`src/sinc_ctrl_pkg.sv`:
```
// Shared constants for the decimating filter control block and its host end.
// Assumes one 20 MHz clock and an active-low asynchronous reset everywhere.
package sinc_ctrl_pkg;
  // ==========================================================================
  // Device register map (device's own configuration port)
  localparam logic [7:0] PIN_FUNCTION_SELECT_B_OFFSET = 8'h1A;
  localparam logic [7:0] PIN_FUNCTION_SELECT_C_OFFSET = 8'h1B;
  localparam logic [7:0] FILTER_CONFIGURATION_OFFSET  = 8'h29;
  localparam logic [7:0] FILTER_CONFIGURATION_RESET   = 8'h00;
  localparam logic [7:0] PIN_FUNCTION_RESET           = 8'h00;
  // Filter configuration fields
  localparam int PATH_LSB = 0;
  localparam int DEC_LSB  = 4;
  // Pin function codes, low nibble = first pin, high nibble = second pin
  localparam logic [3:0] PIN_FN_READY = 4'h3;
  localparam logic [3:0] PIN_FN_SYNC  = 4'h4;
  localparam logic [3:0] DEC_MAX_SINC = 4'h9;
  localparam logic [3:0] DEC_MAX_COMP = 4'h7;
  // ==========================================================================
  // Paths
  typedef enum logic [1:0] {
    PATH_BYPASS = 2'h0,
    PATH_SINC1  = 2'h1,
    PATH_SINC5  = 2'h2,
    PATH_COMP   = 2'h3
  } path_e;
  // Settling terms: 2 + (k*D + c)
  localparam int SINC1_K = 1;
  localparam int SINC1_C = 1;
  localparam int SINC5_K = 5;
  localparam int SINC5_C = 4;
  localparam int COMP_K  = 35;
  localparam int COMP_C  = 10;
  localparam int SETTLE_BASE = 2;
  localparam int DATA_W = 20;
  localparam int CNT_W  = 16;
  // ==========================================================================
  // Host controller's own registers
  localparam logic [3:0] HOST_CTRL_ADDR   = 4'h0;
  localparam logic [3:0] HOST_CFG_ADDR    = 4'h1;
  localparam logic [3:0] HOST_DATA_ADDR   = 4'h2;
  localparam logic [3:0] HOST_STATUS_ADDR = 4'h3;
  localparam logic [3:0] HOST_MASK_ADDR   = 4'h4;
  localparam logic [3:0] HOST_REPEAT_ADDR = 4'h5;
  localparam int ST_RESULT  = 0;
  localparam int ST_REPEAT  = 1;
  localparam int ST_SYNCED  = 2;
  localparam int HOST_ST_W  = 3;
  // Sync held over this many convert strobes (one full conversion minimum)
  localparam int SYNC_HOLD_STROBES = 2;
endpackage

```
`src/sinc_link_if.sv`:
```
// Pin-level link between the converter's filter control and its host.
// Assumes both ends share clk_in; the bench joins the two modports.
`timescale 1ns/100ps
interface sinc_link_if;
  import sinc_ctrl_pkg::*;
  logic              convert_strobe;
  logic              cfg_wr;
  logic [7:0]        cfg_addr;
  logic [7:0]        cfg_wdata;
  logic [1:0]        pin_from_host;
  logic [1:0]        pin_to_host;
  logic [1:0]        pin_oe;
  logic [DATA_W-1:0] sample;
  logic [DATA_W-1:0] lvds_word;
  logic              lvds_frame;
  modport device (
    input  convert_strobe, cfg_wr, cfg_addr, cfg_wdata, pin_from_host, sample,
    output pin_to_host, pin_oe, lvds_word, lvds_frame
  );
  modport host (
    output convert_strobe, cfg_wr, cfg_addr, cfg_wdata, pin_from_host,
    input  pin_to_host, pin_oe, lvds_word, lvds_frame
  );
endinterface

```
`src/sinc_filter_ctrl.sv`:
```
// Device end: filter path select, decimation, sync reset, ready pin, output hold.
// Assumes the host steps conversions with convert_strobe and writes config by port.
//
// Operation
// - Path chosen by two configuration bits
// - Path 00 bypasses, default selection
// - Path 01 first-order, ratio 2..1024
// - Path 10 fifth-order, ratio 2..256
// - Path 11 compensated, ratio 4..512
// - Four-bit code sets power-of-two ratio
// - Any filter configuration write resets filter
// - Low sync pin resets and realigns
// - Host syncs before every FIFO record; no FIFO here, host syncs on control bit 1
// - Function 0011 drives active-low ready
// - Ready selectable in either pin register
// - Output holds previous result, repeats
// - Host keeps clock, rereads or discards
// - Streaming only on the LVDS link
// - Host times reads from ready pin
// - First output waits settling strobe count
//
// Added by the designer: the address-and-strobe port.
`timescale 1ns/100ps
module sinc_filter_ctrl
  import sinc_ctrl_pkg::*;
(
  input  wire logic              clk_in,
  input  wire logic              arst_n_in,
  sinc_link_if.device            link,
  output logic [7:0]             filter_configuration_out,
  output logic                   settled_out
);
  // ==========================================================================
  // Decoding
  function automatic logic [CNT_W-1:0] ratio_of(input logic [1:0] p, input logic [3:0] c);
    logic [CNT_W-1:0] r;
    r = '0;
    unique case (p)
      PATH_BYPASS: r = CNT_W'(1);
      PATH_COMP:   r = CNT_W'(4) << c;
      default:     r = CNT_W'(2) << c;
    endcase
    return r;
  endfunction

  function automatic logic [CNT_W-1:0] settle_of(input logic [1:0] p,
                                                input logic [CNT_W-1:0] d);
    logic [CNT_W-1:0] s;
    s = '0;
    unique case (p)
      PATH_SINC1: s = CNT_W'(SETTLE_BASE + SINC1_C) + CNT_W'(SINC1_K) * d;
      PATH_SINC5: s = CNT_W'(SETTLE_BASE + SINC5_C) + CNT_W'(SINC5_K) * d;
      PATH_COMP:  s = CNT_W'(SETTLE_BASE + COMP_C) + CNT_W'(COMP_K) * d;
      default:    s = CNT_W'(1);
    endcase
    return s;
  endfunction

  function automatic logic pin_is(input logic [7:0] reg_val, input int idx,
                                  input logic [3:0] fn);
    return reg_val[idx*4 +: 4] == fn;
  endfunction

  // ==========================================================================
  // Registers
  logic [7:0]        pin_function_select_b, next_pin_function_select_b;
  logic [7:0]        pin_function_select_c, next_pin_function_select_c;
  logic [7:0]        filter_configuration, next_filter_configuration;
  logic [CNT_W-1:0]  strobe_count, next_strobe_count;
  logic [CNT_W-1:0]  phase_count, next_phase_count;
  logic              settled, next_settled;
  logic [DATA_W+10:0] acc, next_acc;
  logic [DATA_W-1:0] out_word, next_out_word;
  logic              frame, next_frame;
  logic [1:0]        ready_n, next_ready_n;
  logic [1:0]        oe, next_oe;
  logic [1:0]        path;
  logic [3:0]        dec_code;
  logic [CNT_W-1:0]  ratio;
  logic              cfg_write;
  logic              sync_low;
  logic              filter_clear;
  logic              emit;
  logic [3:0]        shift;
  logic [7:0]        pin_reg [2];

  assign path      = filter_configuration[PATH_LSB +: 2];
  assign dec_code  = filter_configuration[DEC_LSB +: 4];
  assign ratio     = ratio_of(path, dec_code);
  assign pin_reg[0] = pin_function_select_b;
  assign pin_reg[1] = pin_function_select_c;
  assign cfg_write = link.cfg_wr && (link.cfg_addr == FILTER_CONFIGURATION_OFFSET);

  // sync input on any pin set to sync
  always_comb begin
    sync_low = 1'b0;
    for (int r = 0; r < 2; r++) begin
      for (int i = 0; i < 2; i++) begin
        if (pin_is(pin_reg[r], i, PIN_FN_SYNC) && !link.pin_from_host[i]) begin
          sync_low = 1'b1;
        end
      end
    end
  end

  assign filter_clear = cfg_write || sync_low;

  always_comb begin
    next_pin_function_select_b = pin_function_select_b;
    next_pin_function_select_c = pin_function_select_c;
    next_filter_configuration  = filter_configuration;
    if (link.cfg_wr) begin
      unique case (link.cfg_addr)
        PIN_FUNCTION_SELECT_B_OFFSET: next_pin_function_select_b = link.cfg_wdata;
        PIN_FUNCTION_SELECT_C_OFFSET: next_pin_function_select_c = link.cfg_wdata;
        FILTER_CONFIGURATION_OFFSET:  next_filter_configuration  = link.cfg_wdata;
        default: ;
      endcase
    end
  end

  // ==========================================================================
  // Filter sequencing
  always_comb begin
    next_strobe_count = strobe_count;
    next_phase_count  = phase_count;
    next_settled      = settled;
    next_acc          = acc;
    next_out_word     = out_word;
    next_frame        = 1'b0;
    emit              = 1'b0;
    shift             = '0;
    unique case (path)
      PATH_COMP: shift = dec_code + 4'h2;
      PATH_BYPASS: shift = '0;
      default:   shift = dec_code + 4'h1;
    endcase
    if (filter_clear) begin
      next_strobe_count = '0;
      next_phase_count  = '0;
      next_settled      = 1'b0;
      next_acc          = '0;
    end else if (link.convert_strobe) begin
      // frame repeats held word each conversion
      next_frame = 1'b1;
      if (path == PATH_BYPASS) begin
        emit          = 1'b1;
        next_settled  = 1'b1;
        next_out_word = link.sample;
      end else begin
        // Boxcar average stands in for every filter path; coefficients are not modeled
        if (!settled) begin
          next_strobe_count = strobe_count + CNT_W'(1);
        end
        if (phase_count == ratio - CNT_W'(1)) begin
          next_phase_count = '0;
          next_acc         = '0;
          if (settled || (strobe_count + CNT_W'(1) >= settle_of(path, ratio))) begin
            emit          = 1'b1;
            next_settled  = 1'b1;
            next_out_word = DATA_W'((acc + (DATA_W+11)'(link.sample)) >> shift);
          end
        end else begin
          next_phase_count = phase_count + CNT_W'(1);
          next_acc         = acc + (DATA_W+11)'(link.sample);
        end
      end
    end
  end

  always_comb begin
    for (int i = 0; i < 2; i++) begin
      next_oe[i]      = pin_is(next_pin_function_select_b, i, PIN_FN_READY) ||
                        pin_is(next_pin_function_select_c, i, PIN_FN_READY);
      next_ready_n[i] = !(emit && next_oe[i]);
    end
  end

  always_ff @(posedge clk_in or negedge arst_n_in) begin
    if (!arst_n_in) begin
      pin_function_select_b <= PIN_FUNCTION_RESET;
      pin_function_select_c <= PIN_FUNCTION_RESET;
      filter_configuration  <= FILTER_CONFIGURATION_RESET;
      strobe_count          <= '0;
      phase_count           <= '0;
      settled               <= 1'b0;
      acc                   <= '0;
      out_word              <= '0;
      frame                 <= 1'b0;
      ready_n               <= 2'h3;
      oe                    <= 2'h0;
    end else begin
      pin_function_select_b <= next_pin_function_select_b;
      pin_function_select_c <= next_pin_function_select_c;
      filter_configuration  <= next_filter_configuration;
      strobe_count          <= next_strobe_count;
      phase_count           <= next_phase_count;
      settled               <= next_settled;
      acc                   <= next_acc;
      out_word              <= next_out_word;
      frame                 <= next_frame;
      ready_n               <= next_ready_n;
      oe                    <= next_oe;
    end
  end

  // results stream only on the LVDS word
  assign link.lvds_word        = out_word;
  assign link.lvds_frame       = frame;
  assign link.pin_to_host      = ready_n;
  assign link.pin_oe           = oe;
  assign filter_configuration_out = filter_configuration;
  assign settled_out           = settled;
endmodule

```
`src/flat_wrapper.sv`:
```
// flat-port wrapper written by rule: the top's interface ports become plain ports
module sinc_filter_ctrl_flat import sinc_ctrl_pkg::*;
  (clk_in, arst_n_in, filter_configuration_out, settled_out, link_convert_strobe, link_cfg_wr, link_cfg_addr, link_cfg_wdata, link_pin_from_host, link_sample, link_pin_to_host, link_pin_oe, link_lvds_word, link_lvds_frame);
  sinc_link_if link_i ();
  input  wire logic clk_in;
  input  wire logic arst_n_in;
  output logic [7:0] filter_configuration_out;
  output logic settled_out;
  input wire logic [$bits(link_i.convert_strobe)-1:0] link_convert_strobe;
  input wire logic [$bits(link_i.cfg_wr)-1:0] link_cfg_wr;
  input wire logic [$bits(link_i.cfg_addr)-1:0] link_cfg_addr;
  input wire logic [$bits(link_i.cfg_wdata)-1:0] link_cfg_wdata;
  input wire logic [$bits(link_i.pin_from_host)-1:0] link_pin_from_host;
  input wire logic [$bits(link_i.sample)-1:0] link_sample;
  output wire logic [$bits(link_i.pin_to_host)-1:0] link_pin_to_host;
  output wire logic [$bits(link_i.pin_oe)-1:0] link_pin_oe;
  output wire logic [$bits(link_i.lvds_word)-1:0] link_lvds_word;
  output wire logic [$bits(link_i.lvds_frame)-1:0] link_lvds_frame;
  assign link_i.convert_strobe = link_convert_strobe;
  assign link_i.cfg_wr = link_cfg_wr;
  assign link_i.cfg_addr = link_cfg_addr;
  assign link_i.cfg_wdata = link_cfg_wdata;
  assign link_i.pin_from_host = link_pin_from_host;
  assign link_i.sample = link_sample;
  assign link_pin_to_host = link_i.pin_to_host;
  assign link_pin_oe = link_i.pin_oe;
  assign link_lvds_word = link_i.lvds_word;
  assign link_lvds_frame = link_i.lvds_frame;
  sinc_filter_ctrl u_core (.clk_in(clk_in), .arst_n_in(arst_n_in), .link(link_i), .filter_configuration_out(filter_configuration_out), .settled_out(settled_out));
endmodule
```
`config.mk`:
```
export PLATFORM = sky130hd
export DESIGN_NAME = sinc_filter_ctrl_flat
export DESIGN_NICKNAME = d
export VERILOG_FILES = /design/src/sinc_ctrl_pkg.sv /design/src/sinc_link_if.sv /design/src/sinc_filter_ctrl.sv /design/src/flat_wrapper.sv
export SDC_FILE = /design/constraint.sdc
export NUM_CORES = 1
export LEC_CHECK = 0
export ABC_CLOCK_PERIOD_IN_PS = 19300
export BUFFER_PORTS_ARGS = -buffer_cell sky130_fd_sc_hd__buf_2
export CAP_MARGIN = 0
export CORE_UTILIZATION = 55
export CTS_CLUSTER_DIAMETER = 200
export DETAILED_ROUTE_END_ITERATION = 7
export PLACE_DENSITY_LB_ADDON = 0.12
export SYNTH_ARGS = -nofsm -noshare
export SYNTH_HDL_FRONTEND = slang
export SYNTH_SLANG_ARGS = --single-unit
export TNS_END_PERCENT = 100
```
`constraint.sdc`:
```
create_clock -name clk_in -period 19.3 [get_ports clk_in]
set_clock_uncertainty 0.2 [all_clocks]
set_input_delay 0.965 -clock clk_in [delete_from_list [all_inputs] [get_ports clk_in]]
set_output_delay 0.965 -clock clk_in [all_outputs]
set_load 0.02 [all_outputs]
```
==> flow_summary.toml <==
[layout]
fill_cells = 1955
ff_latch_area_um2 = 2830
num_antenna_cells = 0
layout.nets = 1707
area_growth_pct = 9.22
drive_gt1_share_pct = 13.8
multiInputGateArea_um2 = 8900

[global_routing]
top_usage_layer = "met1"
use_met3_pct = 5.84
grt-ovfl-total = 0
groute.usage.overall_pct = 33.2
antenna_found_initial = 1
use_met2_pct = 47.7
grt_pass1_vias = 10500
grt_pass1_wl_mm = 58.2
grt_max_degree = 65
use_met1_pct = 50.3

[route]
wl_per_cell_um = 20.7
remaining_drc_errors = 0
vias = 11700
first_pass_iters = 6
via_per_inst = 6.49
first_iter_violations = 1355
wl_mm = 37.2
ant_nets = 0

[critical_path]
crit_type = "register to register"
cp_common_cell = "ha_1"
path_max_fanout = 38
cp-end-kind = "register"
critPathArrivalTime_ps = 8300
required_ps = 19380
max_stage_delay_ps = 910
slowest_stage = "a2111oi_2"
start_kind = "register"

[logic_synthesis]
synth_seq_area_share_pct = 23.1
syn_area_um2 = 12200
synth_seq_cells = 113
synth_area_leader_cell = "dfrtp_1"
yosys_warnings = 0
async_flop_share_pct = 100
ys.flop_type = "dfrtp_1"
synthCells = 1465
yosys-top-cells-area = "dfrtp_1 23%, ha_1 15%, o21ai_0 5.2%, nand2_1 4.9%, xnor2_1 4.6%"
synth_cell_type_count = 104
synth_top_cell_area_share_pct = 22.7
avgSynthCellArea_um2 = 8.35
synth_edf_count = 0

[cts]
cts_resized = 0
cts_tree = "yes"
hold_buffers = 0
clock_sinks = 113
cts_buffer_depth = 2
clk_latency_ps = 410
cts_root_buf = "clkbuf_16"
postCtsSetupBuffers = 0
clk_pin_slew_ps = 60
htreeDepth = 4
cts_made_buffers = 17

[timing]
tightestPinTransition_ps = 1060
finalSetupTns_ps = 0
setup_violations = 0
fin_crit_ps = 8220
hold_violations = 0
fmax_mhz = 122
finalCritPeriodShare_pct = 42.6
drv_slew = 0
slew_headroom_pct = 29.2
finalWorstSetupSlack_ps = 11080
rsz0062_at_grt = "no"

[worst_hold_path]
hold_class = "register to register"

[die]
die_area_um2 = 22800
start_util_pct = 56.1
rows = 54
die_h_um = 151
die_w_um = 151
io_pins = 76
core_um2 = 21800

[placement]
dp_hpwl_mm = 27.9
io_buffers = 75
preCtsSetupSlack_ps = 11210
gp_routability_congestion = 0.963

[pwr]
power.leakage_nw = 6.29
power.density_nw_per_um2 = 86.8
ir_drop_uv = 49.9

[run]
drv_cap = 0

[outcome]
outcome = "complete, no violations"
## registers in the layout (all words and copies together) (netlist names)
register / flops
u_core.acc: 31
u_core.link.lvds_word: 20
u_core.phase_count: 16
u_core.strobe_count: 16
u_core.filter_configuration_out: 8
u_core.pin_function_select_b: 8
u_core.pin_function_select_c: 8
u_core.link.pin_oe: 2
u_core.link.pin_to_host: 2
u_core.link.lvds_frame: 1
u_core.settled_out: 1
## area by class of cell
cell class / instances / area share (%)
clock buffer: 19 / 3.31
clock inverter: 13 / 1.04
inverter: 56 / 1.57
multi-input combinational: 1227 / 66.6
sequential: 113 / 21.2
tap: 280 / 2.62
timing repair buffer: 90 / 3.67
## cell usage in the layout, fill, tap and decap left out, drive strengths merged, types with 19 or more instances in the layout
cell / instances
nand2: 162
ha: 147
o21ai: 138
nor2: 117
dfrtp: 111
buf: 90
xnor2: 65
a21oi: 65
inv: 56
nand3: 51
nor3: 29
mux2: 28
xor2: 28
o211ai: 25
a22o: 23
and3: 21
mux2i: 19
clkbuf: 19
## routing by layer
| layer | routed length [um] | vias to the layer above |
|---|---|---|
| li1 | - | 5462 |
| met1 | 17200 | 5597 |
| met2 | 15500 | 559 |
| met3 | 3610 | 60 |
| met4 | 888 | 0 |
| met5 | 0 | - |
## worst paths after layout
check                                                    from                                  to  slack [ps]  cells past startpoint
min reg2reg                                    u_core.acc[16]                      u_core.acc[16]         300                      2
max reg2reg                u_core.filter_configuration_out[0]           u_core.link.lvds_word[13]       11080                     26
min in group asynchronous                           arst_n_in              u_core.strobe_count[7]         380                      1
min                                            u_core.acc[16]                      u_core.acc[16]         300                      2
max in group asynchronous                           arst_n_in  u_core.filter_configuration_out[3]       17200                      2
max                        u_core.filter_configuration_out[0]           u_core.link.lvds_word[13]       11080                     26
## cell usage after synthesis, types with 10 or more instances
master    instances
buf_2            14
nor2_1          116
o211ai_1         23
and3_1           21
mux2_2           28
nor3_1           28
or3_1            16
fa_1             13
nand2b_1         12
mux2i_1          19
nor2b_1          16
a21oi_1          63
xor2_1           28
a22o_1           23
nand4_1          10
nand3_1          51
o21ai_0         126
o21a_1           13
a21o_1           18
inv_1            55
dfrtp_1         111
a31oi_1          14
a22oi_1          11
ha_1            147
and2_1           10
a211oi_1         11
xnor2_1          64
clkbuf_1         38
or2_2            13
o31ai_1          15
nand2_1         161
## worst max-delay path: cells and delay by family (launching register included)
| family | cells | cell delay [ps] |
|---|---|---|
| AOI/OAI and AO/OA | 13 | 3510 |
| xor gates and xnor gates | 1 | 280 |
| adders and majority gates | 6 | 2250 |
| buffers and inverters | 2 | 620 |
| DFF | 1 | 440 |
| and+or+nand+nor | 4 | 770 |
## through the flow
stage / utilization, % / hold WS [ps] / total power [W] / instance area (um^2) / instances
after global routing: 61.2 / 324 / 0.00122 / 13400 / 1798
after floorplan: - / 254 / 0.000681 / 12200 / 1466
after global placement: 58.6 / 268 / 0.000822 / 12800 / 1766
after detailed placement: 58.6 / 283 / 0.000828 / 12800 / 1766
after CTS: 61.2 / 297 / 0.00115 / 13400 / 1798
final: 61.2 / 298 / 0.00116 / 13400 / 1798
## report_power, final
| part | switching (W) | leakage, nW | total [W] | internal (W) |
|---|---|---|---|---|
| combinational | 0.000352 | 4.52 | 0.000541 | 0.000188 |
| sequential | 0.0000314 | 1.50 | 0.000304 | 0.000272 |
| clock | 0.000123 | 0.271 | 0.000316 | 0.000193 |
| total | 0.000507 | 6.29 | 0.00116 | 0.000653 |
## kinds of logic (layout without fill, tap and decap cells)
| family | count (synthesis) | count (layout) | share of synthesized area (%) |
|---|---|---|---|
| AOI/OAI and AO/OA | 424 | 424 | 23.9 |
| xor gates and xnor gates | 94 | 94 | 6.90 |
| adders and majority gates | 160 | 160 | 17.2 |
| buffers and inverters | 126 | 178 | 4.41 |
| DFF | 113 | 113 | 23.1 |
| muxes | 51 | 51 | 4.87 |
| other | 2 | 3 | 0.0614 |
| and+or+nand+nor | 495 | 495 | 19.6 |
(Power assumes the default switching activity.)
